`src/design/pvd_defs.svh`:
```
`ifndef PVD_DEFS_SVH
`define PVD_DEFS_SVH

// ==========================================================
// clock rate
`define PVD_CLK_MHZ             200

// ==========================================================
// timing figures, in microseconds
`define PVD_T_SNK_TRANSITION_US 35
`define PVD_T_SRC_READY_US      285
`define PVD_T_SNK_STDBY_US      15
`define PVD_T_PS_TRANSITION_US  500
`define PVD_T_CRC_WAIT_US       1

// ==========================================================
// timer counter
`define PVD_CNT_W               24
`define PVD_CNT_ZERO            24'h000000
`define PVD_CNT_ONE             24'h000001

`endif

```
`src/design/pvd_pkg.sv`:
```
package pvd_pkg;

    // ==========================================================
    // message kinds on the link
    typedef enum logic [1:0]
    {
        PVD_MSG_NONE    = 2'h0,
        PVD_MSG_REQUEST = 2'h1,
        PVD_MSG_ACCEPT  = 2'h2,
        PVD_MSG_PS_RDY  = 2'h3
    } pvd_msg_t;

    // ==========================================================
    // source states
    typedef enum logic [4:0]
    {
        PVD_SRC_IDLE     = 5'h01,
        PVD_SRC_CRC_ACC  = 5'h02,
        PVD_SRC_TRANS    = 5'h04,
        PVD_SRC_SUPPLY   = 5'h08,
        PVD_SRC_CRC_RDY  = 5'h10
    } pvd_src_state_t;

    // ==========================================================
    // sink states
    typedef enum logic [5:0]
    {
        PVD_SNK_IDLE     = 6'h01,
        PVD_SNK_WAIT_ACC = 6'h02,
        PVD_SNK_ACK_ACC  = 6'h04,
        PVD_SNK_STDBY    = 6'h08,
        PVD_SNK_ACK_RDY  = 6'h10,
        PVD_SNK_EVAL     = 6'h20
    } pvd_snk_state_t;

endpackage

```
`src/design/pvd_link_if.sv`:
```
`timescale 1ns/100ps

// ==========================================================
// message link between source and sink policy engines
interface pvd_link_if;
    logic              src_valid;
    pvd_pkg::pvd_msg_t src_msg;
    logic              snk_valid;
    pvd_pkg::pvd_msg_t snk_msg;
    logic              snk_crc;

    modport src
    (
        output src_valid,
        output src_msg,
        input  snk_valid,
        input  snk_msg,
        input  snk_crc
    );

    modport snk
    (
        input  src_valid,
        input  src_msg,
        output snk_valid,
        output snk_msg,
        output snk_crc
    );
endinterface

```
`src/design/pvd_sink.sv`:
```
`timescale 1ns/100ps
`include "pvd_defs.svh"

// How it works
// - source answers sink request with accept
// - sink starts transition timer on accept
// - goodcrc for accept before acting on it
// - source waits transition time after goodcrc
// - sink drops to standby within standby time
// - source supply moves, ready within bound
// - supply ready makes source send ps_rdy
// - sink returns goodcrc for ps_rdy
// - goodcrc for ps_rdy ends source side
// - sink permits new power after ps_rdy
// - sink draws new power, no fixed latency

module pvd_sink
#(
    parameter logic [`PVD_CNT_W-1:0] PS_TRANS_CYC = `PVD_CNT_W'(`PVD_T_PS_TRANSITION_US * `PVD_CLK_MHZ),
    parameter logic [`PVD_CNT_W-1:0] SNK_STDBY_CYC = `PVD_CNT_W'(`PVD_T_SNK_STDBY_US * `PVD_CLK_MHZ)
)
(
    // clock and reset
    input  wire logic sys_clk,
    input  wire logic nrst,
    // link to source
    pvd_link_if.snk   link,
    // policy manager side
    input  wire logic start,
    output logic      busy,
    output logic      done,
    output logic      fail,
    // supply through device policy manager
    output logic      standby_cmd,
    input  wire logic standby_reached,
    output logic      standby_late,
    output logic      new_power_ok
);

    pvd_pkg::pvd_snk_state_t state;
    pvd_pkg::pvd_snk_state_t next_state;
    logic [`PVD_CNT_W-1:0]   ps_cnt;
    logic [`PVD_CNT_W-1:0]   sb_cnt;
    logic                    ps_run;
    logic                    sb_run;
    logic                    ps_expired;
    logic                    sb_expired;
    logic                    got_acc;
    logic                    got_rdy;

    // ==========================================================
    // message decode and timer ends
    assign got_acc    = link.src_valid && (link.src_msg == pvd_pkg::PVD_MSG_ACCEPT);
    assign got_rdy    = link.src_valid && (link.src_msg == pvd_pkg::PVD_MSG_PS_RDY);
    assign ps_expired = ps_run && (ps_cnt == `PVD_CNT_ONE);
    assign sb_expired = sb_run && (sb_cnt == `PVD_CNT_ONE);

    // ==========================================================
    // next state
    always_comb
    begin
        next_state = state;
        unique case (state)
            pvd_pkg::PVD_SNK_IDLE:
            begin
                if (start)
                begin
                    next_state = pvd_pkg::PVD_SNK_WAIT_ACC;
                end
            end
            pvd_pkg::PVD_SNK_WAIT_ACC:
            begin
                if (got_acc)
                begin
                    next_state = pvd_pkg::PVD_SNK_ACK_ACC;
                end
            end
            pvd_pkg::PVD_SNK_ACK_ACC:
            begin
                next_state = pvd_pkg::PVD_SNK_STDBY;
            end
            pvd_pkg::PVD_SNK_STDBY:
            begin
                if (got_rdy)
                begin
                    next_state = pvd_pkg::PVD_SNK_ACK_RDY;
                end
                else if (ps_expired)
                begin
                    next_state = pvd_pkg::PVD_SNK_IDLE;
                end
            end
            pvd_pkg::PVD_SNK_ACK_RDY:
            begin
                next_state = pvd_pkg::PVD_SNK_EVAL;
            end
            pvd_pkg::PVD_SNK_EVAL:
            begin
                next_state = pvd_pkg::PVD_SNK_IDLE;
            end
            default:
            begin
                next_state = pvd_pkg::PVD_SNK_IDLE;
            end
        endcase
    end

    // ==========================================================
    // state register
    always_ff @(posedge sys_clk or negedge nrst)
    begin
        if (!nrst)
        begin
            state <= pvd_pkg::PVD_SNK_IDLE;
        end
        else
        begin
            state <= next_state;
        end
    end

    // ==========================================================
    // transition timer
    always_ff @(posedge sys_clk or negedge nrst)
    begin
        if (!nrst)
        begin
            ps_run <= 1'b0;
            ps_cnt <= `PVD_CNT_ZERO;
        end
        else if (state == pvd_pkg::PVD_SNK_WAIT_ACC && got_acc)
        begin
            ps_run <= 1'b1;
            ps_cnt <= PS_TRANS_CYC;
        end
        else if (got_rdy || ps_expired)
        begin
            ps_run <= 1'b0;
            ps_cnt <= `PVD_CNT_ZERO;
        end
        else if (ps_run)
        begin
            ps_cnt <= ps_cnt - `PVD_CNT_ONE;
        end
    end

    // ==========================================================
    // standby deadline timer
    always_ff @(posedge sys_clk or negedge nrst)
    begin
        if (!nrst)
        begin
            sb_run <= 1'b0;
            sb_cnt <= `PVD_CNT_ZERO;
        end
        else if (state == pvd_pkg::PVD_SNK_ACK_ACC)
        begin
            sb_run <= 1'b1;
            sb_cnt <= SNK_STDBY_CYC;
        end
        else if (standby_reached || sb_expired || state == pvd_pkg::PVD_SNK_IDLE)
        begin
            sb_run <= 1'b0;
            sb_cnt <= `PVD_CNT_ZERO;
        end
        else if (sb_run)
        begin
            sb_cnt <= sb_cnt - `PVD_CNT_ONE;
        end
    end

    // ==========================================================
    // outgoing request and goodcrc
    always_ff @(posedge sys_clk or negedge nrst)
    begin
        if (!nrst)
        begin
            link.snk_valid <= 1'b0;
            link.snk_msg   <= pvd_pkg::PVD_MSG_NONE;
            link.snk_crc   <= 1'b0;
        end
        else
        begin
            link.snk_valid <= (state == pvd_pkg::PVD_SNK_IDLE) && start;
            link.snk_msg   <= ((state == pvd_pkg::PVD_SNK_IDLE) && start) ?
                              pvd_pkg::PVD_MSG_REQUEST : pvd_pkg::PVD_MSG_NONE;
            link.snk_crc   <= (state == pvd_pkg::PVD_SNK_WAIT_ACC && got_acc) ||
                              (state == pvd_pkg::PVD_SNK_STDBY && got_rdy);
        end
    end

    // ==========================================================
    // supply command toward standby
    always_ff @(posedge sys_clk or negedge nrst)
    begin
        if (!nrst)
        begin
            standby_cmd <= 1'b0;
        end
        else if (state == pvd_pkg::PVD_SNK_ACK_ACC)
        begin
            standby_cmd <= 1'b1;
        end
        else if (state == pvd_pkg::PVD_SNK_EVAL || state == pvd_pkg::PVD_SNK_IDLE)
        begin
            standby_cmd <= 1'b0;
        end
    end

    // ==========================================================
    // new power permission, held until next request
    always_ff @(posedge sys_clk or negedge nrst)
    begin
        if (!nrst)
        begin
            new_power_ok <= 1'b0;
        end
        else if (state == pvd_pkg::PVD_SNK_EVAL)
        begin
            new_power_ok <= 1'b1;
        end
        else if (state == pvd_pkg::PVD_SNK_IDLE && start)
        begin
            new_power_ok <= 1'b0;
        end
    end

    // ==========================================================
    // status pulses
    always_ff @(posedge sys_clk or negedge nrst)
    begin
        if (!nrst)
        begin
            done         <= 1'b0;
            fail         <= 1'b0;
            standby_late <= 1'b0;
        end
        else
        begin
            done         <= (state == pvd_pkg::PVD_SNK_EVAL);
            fail         <= (state == pvd_pkg::PVD_SNK_STDBY) && ps_expired && !got_rdy;
            standby_late <= sb_expired && !standby_reached;
        end
    end

    // busy from state flops
    assign busy = (state != pvd_pkg::PVD_SNK_IDLE);

endmodule

```
`src/flat_wrapper.sv`:
```
// flat-port wrapper written by rule: the top's interface ports become plain ports
module pvd_sink_flat 
#(
    parameter logic [`PVD_CNT_W-1:0] PS_TRANS_CYC = `PVD_CNT_W'(`PVD_T_PS_TRANSITION_US * `PVD_CLK_MHZ),
    parameter logic [`PVD_CNT_W-1:0] SNK_STDBY_CYC = `PVD_CNT_W'(`PVD_T_SNK_STDBY_US * `PVD_CLK_MHZ)
)
  (sys_clk, nrst, start, busy, done, fail, standby_cmd, standby_reached, standby_late, new_power_ok, link_src_valid, link_src_msg, link_snk_valid, link_snk_msg, link_snk_crc);
  pvd_link_if link_i ();
  input  wire logic sys_clk;
  input  wire logic nrst;
  input  wire logic start;
  output logic busy;
  output logic done;
  output logic fail;
  output logic standby_cmd;
  input  wire logic standby_reached;
  output logic standby_late;
  output logic new_power_ok;
  input wire logic [$bits(link_i.src_valid)-1:0] link_src_valid;
  input wire logic [$bits(link_i.src_msg)-1:0] link_src_msg;
  output wire logic [$bits(link_i.snk_valid)-1:0] link_snk_valid;
  output wire logic [$bits(link_i.snk_msg)-1:0] link_snk_msg;
  output wire logic [$bits(link_i.snk_crc)-1:0] link_snk_crc;
  assign link_i.src_valid = link_src_valid;
  assign link_i.src_msg = link_src_msg;
  assign link_snk_valid = link_i.snk_valid;
  assign link_snk_msg = link_i.snk_msg;
  assign link_snk_crc = link_i.snk_crc;
  pvd_sink #(.PS_TRANS_CYC(PS_TRANS_CYC), .SNK_STDBY_CYC(SNK_STDBY_CYC)) u_core (.sys_clk(sys_clk), .nrst(nrst), .link(link_i), .start(start), .busy(busy), .done(done), .fail(fail), .standby_cmd(standby_cmd), .standby_reached(standby_reached), .standby_late(standby_late), .new_power_ok(new_power_ok));
endmodule
```
`config.mk`:
```
export PLATFORM = sky130hd
export DESIGN_NAME = pvd_sink_flat
export DESIGN_NICKNAME = d
export VERILOG_FILES = /design/src/design/pvd_pkg.sv /design/src/design/pvd_link_if.sv /design/src/design/pvd_sink.sv /design/src/flat_wrapper.sv
export VERILOG_INCLUDE_DIRS = /design/src /design/src/design
export SDC_FILE = /design/constraint.sdc
export NUM_CORES = 1
export LEC_CHECK = 0
export BUFFER_PORTS_ARGS = -buffer_cell sky130_fd_sc_hd__buf_2
export CAP_MARGIN = 30
export CORE_ASPECT_RATIO = 1.5
export CORE_MARGIN = 4
export CORE_UTILIZATION = 55
export CTS_BUF_LIST = sky130_fd_sc_hd__clkbuf_8 sky130_fd_sc_hd__clkbuf_16
export DETAILED_ROUTE_END_ITERATION = 12
export GPL_ROUTABILITY_DRIVEN = 1
export GPL_TIMING_DRIVEN = 0
export PLACE_DENSITY = 0.74
export SYNTH_ARGS = -nofsm -noshare
export SYNTH_HDL_FRONTEND = slang
export SYNTH_SLANG_ARGS = --single-unit
```
`constraint.sdc`:
```
create_clock -name sys_clk -period 1.85 [get_ports sys_clk]
set_input_delay 0.185 -clock sys_clk [delete_from_list [all_inputs] [get_ports sys_clk]]
set_output_delay 0.185 -clock sys_clk [all_outputs]
set_load 0.02 [all_outputs]
```
* After elaboration in Yosys (flattened, before gate mapping)
Index checks and enable logic that the tools add are counted.
** Word-level totals
- Bits in latches :: 0
- Word-level logic and storage cells :: 73
- Memory bits (writable) :: 0
- Register bits :: 65
- Bits in read-only memories :: 0
- Output and inout port bits :: 10
- Memories kept :: 0
- Bits of input ports :: 7
** Cells by class
- Multiplexer cells :: 20
- Bitwise operators :: 0
- Equality and inequality tests :: 14
- $lt $le $gt $ge :: 0
- Shift operators :: 0
- Multiply operators :: 0
- Div/mod/pow operators :: 0
- Reduce and logical (&&, ||, !) cells :: 24
- Add/subtract/negate cells :: 2
** Operator list (number)
- $mux 24 :: 6
- $eq 24x1->1 const B :: 2
- $sub 24x1->24 const B :: 2
- $pmux 6 s5 :: 1
- $mux 6 :: 4
- $logic_and 1x1->1 :: 10
- $mux 1 :: 9
- $reduce_bool 2->1 :: 4
- $eq 6x1->1 const B :: 1
- $eq 6x2->1 const B :: 1
- $eq 6x3->1 const B :: 1
- $eq 6x4->1 const B :: 1
- $eq 6x5->1 const B :: 1
- $eq 6x6->1 const B :: 1
- $ne 6x1->1 const B :: 1
- $reduce_bool 3->1 :: 2
- $logic_or 1x1->1 :: 5
- $eq 2x2->1 const B :: 2
- $ne 3x1->1 const B :: 1
- $reduce_and 3->1 :: 1
- $logic_not 1->1 :: 2
- $ne 2x1->1 const B :: 1
- $ne 2x2->1 const B :: 1

* Longest topological paths before layout
Gate-level depths: netlist of the first run.
- Depth after elaboration :: 6
- Mapped depth :: 7
- Depth with buffers taken out :: 6

* Worst setup path before layout of the first run
No wires, ideal clock.
- Path type :: reg-to-reg
- From :: register u_core.ps_cnt[18]
- To :: register u_core.ps_cnt[22]
- Path buffers :: 0
- Data required time :: 1777 ps
- Setup time :: 73 ps
- Cell stages (with the launch flop) :: 5
- Arrival time :: 1796 ps
- Slack :: -19 ps
- Clock period less this slack :: 1869 ps
- Path through :: dfrtp_1 or3_4 or4_4 or4_4 a21oi_2
** On the way
- Word-level cells in the longest chain between the ends :: 5
- Elaborated cells on any way between the ends :: 8
- Those cells by class :: add/sub (1); eq/ne (1); mux (3); reduce/logical (3)
** RTL lines
- start, declared :: RTL line pvd_sink.sv:42 : logic [`PVD_CNT_W-1:0] ps_cnt;
- start signal, assigned :: RTL line pvd_sink.sv:129 : ps_cnt <= `PVD_CNT_ZERO;
- start signal, assigned :: RTL line pvd_sink.sv:139 : ps_cnt <= `PVD_CNT_ZERO;
- start signal, assigned :: RTL line pvd_sink.sv:143 : ps_cnt <= ps_cnt - `PVD_CNT_ONE;
- branches (longest 5 deep; another with $sub 24x1->24)
Several ways; the timed one is not identified. The select of a mux whose other input is x is not followed.
A chain may end at the register's enable or synchronous reset.

* Final worst setup path of the first run
- From :: register u_core.ps_cnt[16]
- To :: register u_core.ps_cnt[22]
Same word-level chain as after synthesis.

==> impl_metrics.tcl, run 1 <==
set metrics [dict create \
    worstPathCellList "or3_4 > or4_4 > or4_4 > a21oi_2" \
    fmax_mhz 509.1 \
    holdWs_ns 0.1143 \
    ys_seq_elements 63 \
    crit_slowest_cell "or4_4" \
    synth_cells 327 \
    root_buffer "clkbuf_8" \
    htreeDepth 3 \
    outcome "finished, violations left" \
    wl_per_cell_um 19.55 \
    syn-num-nets 338 \
    grt_max_degree 40 \
    drive_gt1_share_pct 40.71 \
    worstSetupPathType "reg -> reg" \
    finalSetupViolCount 32 \
    hold_class "in -> reg" \
    place_congestion 0.8219 \
    antenna_left 0 \
    start_kind "register" \
    finalHoldViolations 0 \
    crit_buf_inv 0 \
    min_period_ns 1.964 \
    required_ns 2.12 \
    regToRegSetupSlack_ns -0.11 \
    grt_pass1_vias 2863 \
    fp-row-count 34 \
    drt-initial-drc-count 142 \
    area_growth_pct 35.39 \
    ys_seq_area_share_pct 48.09 \
    drc 0 \
    vias 2951 \
    cap_violations 0 \
    worst_pin_slew_ns 0.6248 \
    dp_hpwl_um 5016 \
    cts_buffers 9 \
    stdcell_area_um2 4442 \
    crit_fanout 7 \
    antenna_found_initial 0 \
    synth_area_per_cell_um2 10.03 \
    vias_per_cell 6.346 \
    netlist-cell-type-count 53 \
    layout_commonest_cell "dfrtp_1" \
    skew_ns 0.005826 \
    place_area_um2 3466 \
    ys_top_cells_by_area "dfrtp_1 47%, or4_1 4.3%, o31ai_1 3.9%, a21oi_1 3.5%, o21ai_0 3.5%" \
    period_share_pct 106.2 \
    yosys.area.top_type "dfrtp_1" \
    cp_slowest_stage_delay_ns 0.50 \
    synth_top_area_share_pct 47.29 \
    grt.total_usage_pct 23.40 \
    final_cell_mix "54 x dfrtp_1, 29 x buf_4, 20 x nor2_1, 18 x o21ai_0, 17 x buf_2" \
    dpl.cell_count 415 \
    power_leakage_uw 0.001916 \
    wirelength_um 9090 \
    relSlewSlack_pct 58.35 \
    cpMostUsedCell "or4_4" \
    clk_latency_ns 0.34 \
    grt_pass1_wl_um 13310 \
    overflow 0 \
    final_nets 399 \
    io_pins 17 \
    initial_core_util_pct 56.70 \
    slew_viol_final 0 \
    cp.depth 4 \
    port_buffers 15 \
    whs_path_depth 2 \
    power_density_nw_per_um2 1390 \
    clkTransAtPathRegs_ns 0.07 \
    syn-cell-area_um2 3281 \
    cp_top_family "simple AND/OR/NAND/NOR gates" \
    ys_warn_count 0 \
    diodes 0 \
    die_w_um 71.06 \
    cts_sinks 63 \
    layout.cells.non_filler 465 \
    rsz0062_at_grt "true" \
    worstPathArrival_ns 2.23 \
    tritoncts "done" \
    ys.flop_type "dfrtp_1" \
    crit_path_end_kind "register" \
    worst_slack_ns -0.1142 \
    ctsLongestPathBuffers 2 \
    finalSetupTns_ns -1.226 \
    design.die.area_um2 7290 \
    dieHeight_um 102.6 \
    failed_checks "negative setup slack" \
    r2r.worst_path.cells 4 \
    synth_edf_count 0 \
    drt_first_pass_iters 6 \
    ir_worst_vdd_v 0.001346 \
    core_area_um2 5786 \
    async_reset_ff_share_pct 100.0 \
]
==> worst reg2reg max path: cells and delay by family (launching register included) <==
kind	cells	cell delay [ns]
compound gates	1	0.13
simple gates	3	1.33
flops	1	0.44
==> cell type report <==
type / instances / area [um^2]
plain buffers: 11 / 91.34
clock buffers: 11 / 151.4
inverters: 13 / 48.80
flip-flops and latches: 63 / 1588
multi-input cells: 238 / 1986
well taps: 72 / 90.09
repair buffers: 52 / 406.6
fillers: 355 / 1344
clock inverters: 5 / 80.08
==> cell families after synthesis <==
logic type	share of synthesized area, %
compound gates	16.44
xor+xnor	5.339
fa+ha+maj	1.526
buf+inv	3.585
flops	48.09
other cells	0.1143
simple gates	24.90
==> stage by stage <==
step           utilization (%)  total power [uW]  setup WS, ns
6_report                 76.77              6172       -0.1142
5_1_grt                  76.77              6501       -0.1961
4_1_cts                  70.39              5605      -0.09236
3_5_place_dp             59.90              3720       -0.5186
3_3_place_gp             59.56              3667       -0.4567
2_1_floorplan                -              3267     -0.008336
==> sequential cells by signal, indices dropped and copies added, names as in the netlist <==
name	count
u_core.ps_cnt	24
u_core.sb_cnt	24
u_core.state	6
u_core.done	1
u_core.fail	1
u_core.link.snk_crc	1
u_core.link.snk_valid	1
u_core.new_power_ok	1
u_core.ps_run	1
u_core.sb_run	1
u_core.standby_cmd	1
u_core.standby_late	1
==> routing by layer <==
layer	global-route usage (%)	vias to the layer above	wire, um	share of wire, %
li1	-	1353	-	-
met2	41.60	71	4981	55
met5	0	-	0	0
met4	15.48	0	356	3.9
met3	4.098	34	258	2.8
met1	25.38	1493	3493	38
==> synth_stat cells (all sizes together), types with 2 or more instances <==
| cell | instances |
|---|---|
| clkbuf | 7 |
| nand3b | 5 |
| nor2b | 2 |
| nor4b | 3 |
| nand4b | 5 |
| a211oi | 2 |
| xor2 | 13 |
| o211ai | 2 |
| and3b | 2 |
| a21oi | 24 |
| ha | 4 |
| inv | 13 |
| nand2 | 17 |
| nor2 | 24 |
| nor4 | 11 |
| nand4 | 8 |
| nor3 | 6 |
| or2 | 2 |
| o311ai | 4 |
| nand3 | 7 |
| xnor2 | 7 |
| o21ai | 23 |
| o31a | 2 |
| o31ai | 17 |
| nand2b | 3 |
| a22oi | 2 |
| or3 | 9 |
| dfrtp | 62 |
| or4 | 21 |
| buf | 7 |
==> where the power goes <==
part	switching [uW]	internal, uW	leakage [uW]	total, uW
logic	1550	1230	0.000954	2780
clock network	533	829	0.000112	1360
registers	367	1660	0.000850	2030
total	2450	3730	0.00192	6170
==> what timing repair did <==
item,in CTS,in global routing
setup buffers,21,10
setup endpoints to repair,54,54
hold buffers,1,0
resized for setup,37,78
cloned,2,3
endpoints found under the hold margin,24,0
pin swaps,18,29
==> worst paths after layout <==
| kind | from | endpoint |
|---|---|---|
| worst max-delay path | u_core.ps_cnt[16]$_DFFE_PN0P_ | u_core.ps_cnt[22]$_DFFE_PN0P_ |
| worst min-delay path | standby_reached | u_core.standby_late$_DFF_PN0_ |
| worst max register to register | u_core.ps_cnt[16]$_DFFE_PN0P_ | u_core.ps_cnt[22]$_DFFE_PN0P_ |
| worst min register to register | u_core.new_power_ok$_DFFE_PN0P_ | u_core.new_power_ok$_DFFE_PN0P_ |
| max in group asynchronous | nrst | u_core.state[0]$_DFFE_PN1P_ |
| min in group asynchronous | nrst | u_core.sb_cnt[0]$_DFFE_PN0P_ |
Power figures use the tool's default switching activity.
==> inputs of run 2 (changes only) <==
Settings changed: CTS_CLUSTER_SIZE set to 24, SETUP_SLACK_MARGIN set to 0.4.
==> run 2 against run 1 <==
Effect of this change: the run still ends with negative setup slack left; cell area grew 13%; cell count grew 8.0%; largest power group unchanged; via count grew 13%; clock skew grew 0.0077 ns; clock power grew 12%; count of clock-buffer cells in the layout shrank 1; sequential cell count is the same; power grew 15%.
==> impl_metrics.tcl, run 2 (same netlist as run 1, synthesis figures left out) <==
set metrics [dict create \
    outcome "finished, violations left" \
    failed_checks "negative setup slack" \
    finish.utilization_pct 86.76 \
    grt_pass1_wl_um 15210 \
    overflow 0 \
    hold_class "in -> reg" \
    worstSetupPathType "reg -> reg" \
    crit_fanout 5 \
    grt.total_usage_pct 26.70 \
    stdcell_area_um2 5020 \
    multi_input_comb_area_um2 2151 \
    fillers 265 \
    r2r-start "u_core.sb_cnt[10]$_DFFE_PN0P_" \
    final_nets 436 \
    reg_top3 "u_core.ps_cnt x24, u_core.sb_cnt x24, u_core.state x6" \
    grt_max_degree 64 \
    whs_path_depth 2 \
    port_buffers 15 \
    relSlewSlack_pct 47.00 \
    min_period_ns 2.007 \
    core_area_um2 5786 \
    die_w_um 71.06 \
    power_leakage_uw 0.002160 \
    fmax_mhz 498.3 \
    r2r.worst_path.cells 5 \
    cts_sinks 63 \
    finalHoldViolations 0 \
    hold_end "u_core.standby_late$_DFF_PN0_" \
    worst_slack_ns -0.1567 \
    finalSetupViolCount 29 \
    drc 0 \
    initial_core_util_pct 56.70 \
    skew_ns 0.01356 \
    fp-row-count 34 \
    ir_worst_vdd_v 0.001176 \
    regToRegSetupSlack_ns -0.16 \
    worst_pin_slew_ns 0.7949 \
    drt-initial-drc-count 194 \
    design.die.area_um2 7290 \
    cts_buffers 9 \
    ctsLongestPathBuffers 2 \
    cp_slowest_stage_delay_ns 0.45 \
    start_kind "register" \
    period_share_pct 108.5 \
    crit_path_end_kind "register" \
    clk_latency_ns 0.36 \
    crit_slowest_cell "nor4_4" \
    pre_cts_slack_ns -0.3504 \
    area_growth_pct 53.01 \
    rsz0062_at_grt "true" \
    wl_per_cell_um 23.61 \
    worstPathCellList "nor4_4 > nand4_4 > buf_4 > or3_4 > nor4b_4" \
    final_cell_mix "57 x buf_4, 50 x dfrtp_1, 20 x a21oi_2, 19 x buf_6, 15 x buf_2" \
    dieHeight_um 102.6 \
    drt_first_pass_iters 5 \
    clkTransAtPathRegs_ns 0.08 \
    wirelength_um 11850 \
    diodes 0 \
    min_from "standby_reached" \
    dp_hpwl_um 5099 \
    worstPathArrival_ns 2.25 \
    antenna_left 0 \
    vias 3344 \
    cap_violations 0 \
    grt_pass1_vias 3127 \
    drive_gt1_share_pct 53.26 \
    htreeDepth 3 \
    place_area_um2 3600 \
    tritoncts "done" \
    power_density_nw_per_um2 1416 \
    place_congestion 0.8202 \
    vias_per_cell 6.661 \
    antenna_found_initial 0 \
    required_ns 2.10 \
    slew_viol_final 0 \
    root_buffer "clkbuf_8" \
    layout_commonest_cell "buf_4" \
    io_pins 17 \
    regArea_um2 1593 \
    r2r-end "u_core.standby_late$_DFF_PN0_" \
]
run 2: report_power, final:
part / total [uW] / internal, uW / switching (uW)
registers: 2050 / 1670 / 382
clock network: 1520 / 927 / 596
logic: 3530 / 1730 / 1800
total: 7110 / 4330 / 2770
run 2: layout make-up:
cell class                 count  area share, %
timing repair buffer          87          14.86
multi-input combinational    237          42.85
clock buffer                  10          2.742
sequential                    63          31.73
tap                           72          1.795
clock inverter                 6          2.144
buffer                        14          2.916
inverter                      13         0.9721
run 2: metal layers:
metal / part of all wire [%] / wire (um) / vias up / global-route usage (%)
met5: 0 / 0 / - / 0
met4: 4.7 / 554 / 0 / 15.48
met3: 4.9 / 577 / 53 / 5.951
met2: 56 / 6684 / 183 / 48.39
met1: 34 / 4034 / 1676 / 28.28
li1: - / - / 1432 / -
run 2: repair_timing:
action,in CTS,in global routing
resized for setup,74,78
pin swaps,29,21
buffers inserted,45,22
cloned,2,2
setup endpoints to repair,60,58
endpoints found under the hold margin,62,0
hold buffers,1,0
run 2: worst max path at each step:
| stage | start | cells past startpoint | to |
|---|---|---|---|
| 3_5_place_dp | u_core.ps_cnt[2]$_DFFE_PN0P_ | 5 | u_core.ps_cnt[23]$_DFFE_PN0P_ |
| 2_1_floorplan | u_core.ps_cnt[17]$_DFFE_PN0P_ | 4 | u_core.ps_cnt[22]$_DFFE_PN0P_ |
| 5_1_grt | u_core.sb_cnt[10]$_DFFE_PN0P_ | 5 | u_core.sb_cnt[20]$_DFFE_PN0P_ |
| 3_3_place_gp | u_core.ps_cnt[2]$_DFFE_PN0P_ | 5 | u_core.ps_cnt[23]$_DFFE_PN0P_ |
| 4_1_cts | u_core.ps_cnt[17]$_DFFE_PN0P_ | 4 | u_core.ps_cnt[22]$_DFFE_PN0P_ |
| 6_report | u_core.sb_cnt[10]$_DFFE_PN0P_ | 5 | u_core.standby_late$_DFF_PN0_ |
run 2: through the flow:
stage          total power (uW)   TNS [ns]  hold WS [ns]  instances
6_report                   7106     -2.251        0.1019        502
5_1_grt                    7399     -4.062       0.08840        502
4_1_cts                    6118   -0.08299       0.04269        478
2_1_floorplan              3441  -0.008309       -0.1106        327
3_5_place_dp               3911     -11.52        0.3162        414
3_3_place_gp               3848     -9.216        0.3940        414
run 2: worst max-delay path, delay by kind of cell (launching register included):
family                 cells  cell delay, ns
buffers and inverters      1            0.18
AND/OR/NAND/NOR            4            1.29
flip-flops                 1            0.43
==> inputs of run 3 (changes only) <==
Settings changed: BUFFER_PORTS_ARGS -buffer_cell sky130_fd_sc_hd__buf_2 to unset, CORE_UTILIZATION 55 to 49, DONT_BUFFER_PORTS set to 1, PLACE_DENSITY 0.74 to 0.64, SLEW_MARGIN set to 20.
==> run 3 against run 2 <==
Effect of this change: die area is 11% higher; power is 17% lower; register-to-register slack better by 0.09 ns; cell area is 6.3% lower; critical path depth is 1 higher; via count is 11% lower; clock power is 31% lower; the run ends with negative hold slack, negative setup slack left; sequential power hardly changed; non-clock buffer count is 25 lower; clock skew is 0.0038 ns lower.
==> impl_metrics.tcl, run 3 (same netlist as run 1, synthesis figures left out) <==
set metrics [dict create \
    die_w_um 74.81 \
    drc 0 \
    crit_fanout 6 \
    holdWs_ns -0.4756 \
    dieHeight_um 108.2 \
    clk_latency_ns 0.35 \
    area_growth_pct 43.33 \
    cap_violations 0 \
    layout.cells.non_filler 482 \
    finalHoldViolations 63 \
    layout_commonest_cell "dfrtp_1" \
    ctsLongestPathBuffers 2 \
    design.die.area_um2 8096 \
    final_cell_mix "51 x dfrtp_1, 43 x buf_4, 25 x buf_6, 23 x a21oi_2" \
    min_period_ns 1.915 \
    p_comb_share_pct 48.1 \
    diodes 0 \
    place_congestion 0.7831 \
    dp_hpwl_um 5066 \
    grt_pass1_wl_um 14910 \
    core_area_um2 6486 \
    grt.total_usage_pct 24.35 \
    rsz0062_at_grt "true" \
    worst_slack_ns -0.06503 \
    p_int_uw 3547 \
    tritoncts "done" \
    crit_path_end_kind "register" \
    worstPathArrival_ns 2.20 \
    finish.utilization_pct 72.49 \
    drive_gt1_share_pct 47.78 \
    vias 2979 \
    finalSetupViolCount 19 \
    antenna_found_initial 0 \
    fmax_mhz 522.2 \
    clkPwrFrac_pct 17.7 \
    worstPathCellList "nor4_2 > nand4b_1 > clkbuf_8 > buf_6 > or4_4 > a21oi_2" \
    wirelength_um 9107 \
    htreeDepth 3 \
    drt_first_pass_iters 4 \
    power_frac_seq_pct 34.2 \
    grt_pass1_vias 3108 \
    cp_slowest_stage_delay_ns 0.50 \
    hold_class "in -> async" \
    p_sw_uw 2387 \
    period_share_pct 103.5 \
    cts_buffers 9 \
    wl_per_cell_um 18.89 \
    power_density_nw_per_um2 1262 \
    port_buffers 0 \
    cts_sinks 63 \
    initial_core_util_pct 50.58 \
    crit_slowest_cell "or4_4" \
    antenna_left 0 \
    failed_checks "negative hold slack, negative setup slack" \
    drt-initial-drc-count 148 \
    skew_ns 0.009801 \
    pre_cts_slack_ns -0.4041 \
    slew_viol_final 0 \
    start_kind "register" \
    root_buffer "clkbuf_8" \
    power_leakage_uw 0.002002 \
    dpl.cell_count 403 \
    reg_top3 "u_core.ps_cnt x24, u_core.sb_cnt x24, u_core.state x6" \
    vias_per_cell 6.180 \
    grt_max_degree 64 \
    fp-row-count 36 \
    worstSetupPathType "reg -> reg" \
    ir_worst_vdd_v 0.001032 \
    outcome "finished, violations left" \
    clkTransAtPathRegs_ns 0.07 \
    netSwitchingFraction_pct 40.22 \
    required_ns 2.13 \
    io_pins 17 \
    cts-hold-fix-buffers 2 \
    overflow 0 \
    final_nets 412 \
]
[run 3: changes by cell type in the layout (fill, tap and decap cells not counted), sizes merged]
cell | previous run | this run
dlygate4sd3 | 1 | 2
clkbuf | 14 | 13
bufinv | 3 | 0
clkinvlp | 1 | 0
inv | 13 | 16
buf | 96 | 71
clkinv | 2 | 3
nand4 | 8 | 9
[run 3: metrics by stage]
step / setup TNS, ns / area, um^2 / hold slack [ns] / total power, uW
3_5_place_dp: -11.76 / 3527 / -0.1091 / 3856
3_3_place_gp: -10.70 / 3527 / -0.1091 / 3822
2_1_floorplan: -0.008309 / 3432 / -0.1106 / 3441
6_report: -0.3601 / 4702 / -0.4756 / 5933
4_1_cts: -0.1165 / 4491 / -0.4849 / 5759
5_1_grt: -2.348 / 4702 / -0.4853 / 6260
[run 3: worst paths after layout]
kind | start | depth (start not counted) | to | slack, ns
setup / recovery | u_core.ps_cnt[14]$_DFFE_PN0P_ | 6 | u_core.ps_cnt[22]$_DFFE_PN0P_ | -0.07
hold / removal | nrst | 0 | u_core.sb_cnt[3]$_DFFE_PN0P_ | -0.48
setup reg to reg | u_core.ps_cnt[14]$_DFFE_PN0P_ | 6 | u_core.ps_cnt[22]$_DFFE_PN0P_ | -0.07
hold reg to reg | u_core.ps_run$_DFFE_PN0P_ | 2 | u_core.ps_cnt[1]$_DFFE_PN0P_ | 0.56
max in group asynchronous | nrst | 0 | u_core.state[0]$_DFFE_PN1P_ | 2.12
min in group sys_clk | start | 2 | u_core.state[0]$_DFFE_PN1P_ | 0.10
[run 3: timing repair]
item / in CTS / in global routing
cloned: 4 / 0
endpoints found under the hold margin: 66 / 63
buffers inserted: 46 / 11
endpoints found under the setup margin: 59 / 61
gates resized for setup: 107 / 38
pin swaps: 40 / 21
[run 3: area by class of cell]
class / count / area (um^2)
clock inverter: 6 / 30.03
clock buffer: 10 / 137.6
tap: 76 / 95.09
multi-input combinational: 238 / 2098
fill: 444 / 1784
sequential: 63 / 1592
buffer: 14 / 161.4
inverter: 13 / 48.80
timing repair buffer: 62 / 539.3
[run 3: critical path, delay by kind of cell, from the launching register on]
kind | cells | cell delay, ns
flip-flops | 1 | 0.40
AO/OA/AOI/OAI | 1 | 0.12
buffers and inverters | 2 | 0.32
AND/OR/NAND/NOR | 3 | 1.00
[run 3: routing by layer]
metal | global-route usage (%) | vias to the layer above | routed length (um)
met3 | 4.279 | 32 | 291
met4 | 13.36 | 0 | 388
met5 | 0 | - | 0
met1 | 26.36 | 1492 | 3409
li1 | - | 1382 | -
met2 | 43.46 | 73 | 5017
[run 3: power by group through the flow]
| stage | clock network, uW | registers [uW] | logic, uW |
|---|---|---|---|
| after detailed placement | 0 | 2030 | 1830 |
| after floorplan | 0 | 1950 | 1490 |
| after global placement | 0 | 2020 | 1810 |
| after CTS | 1060 | 2010 | 2690 |
| after global routing | 1110 | 2080 | 3070 |
| final | 1050 | 2030 | 2850 |
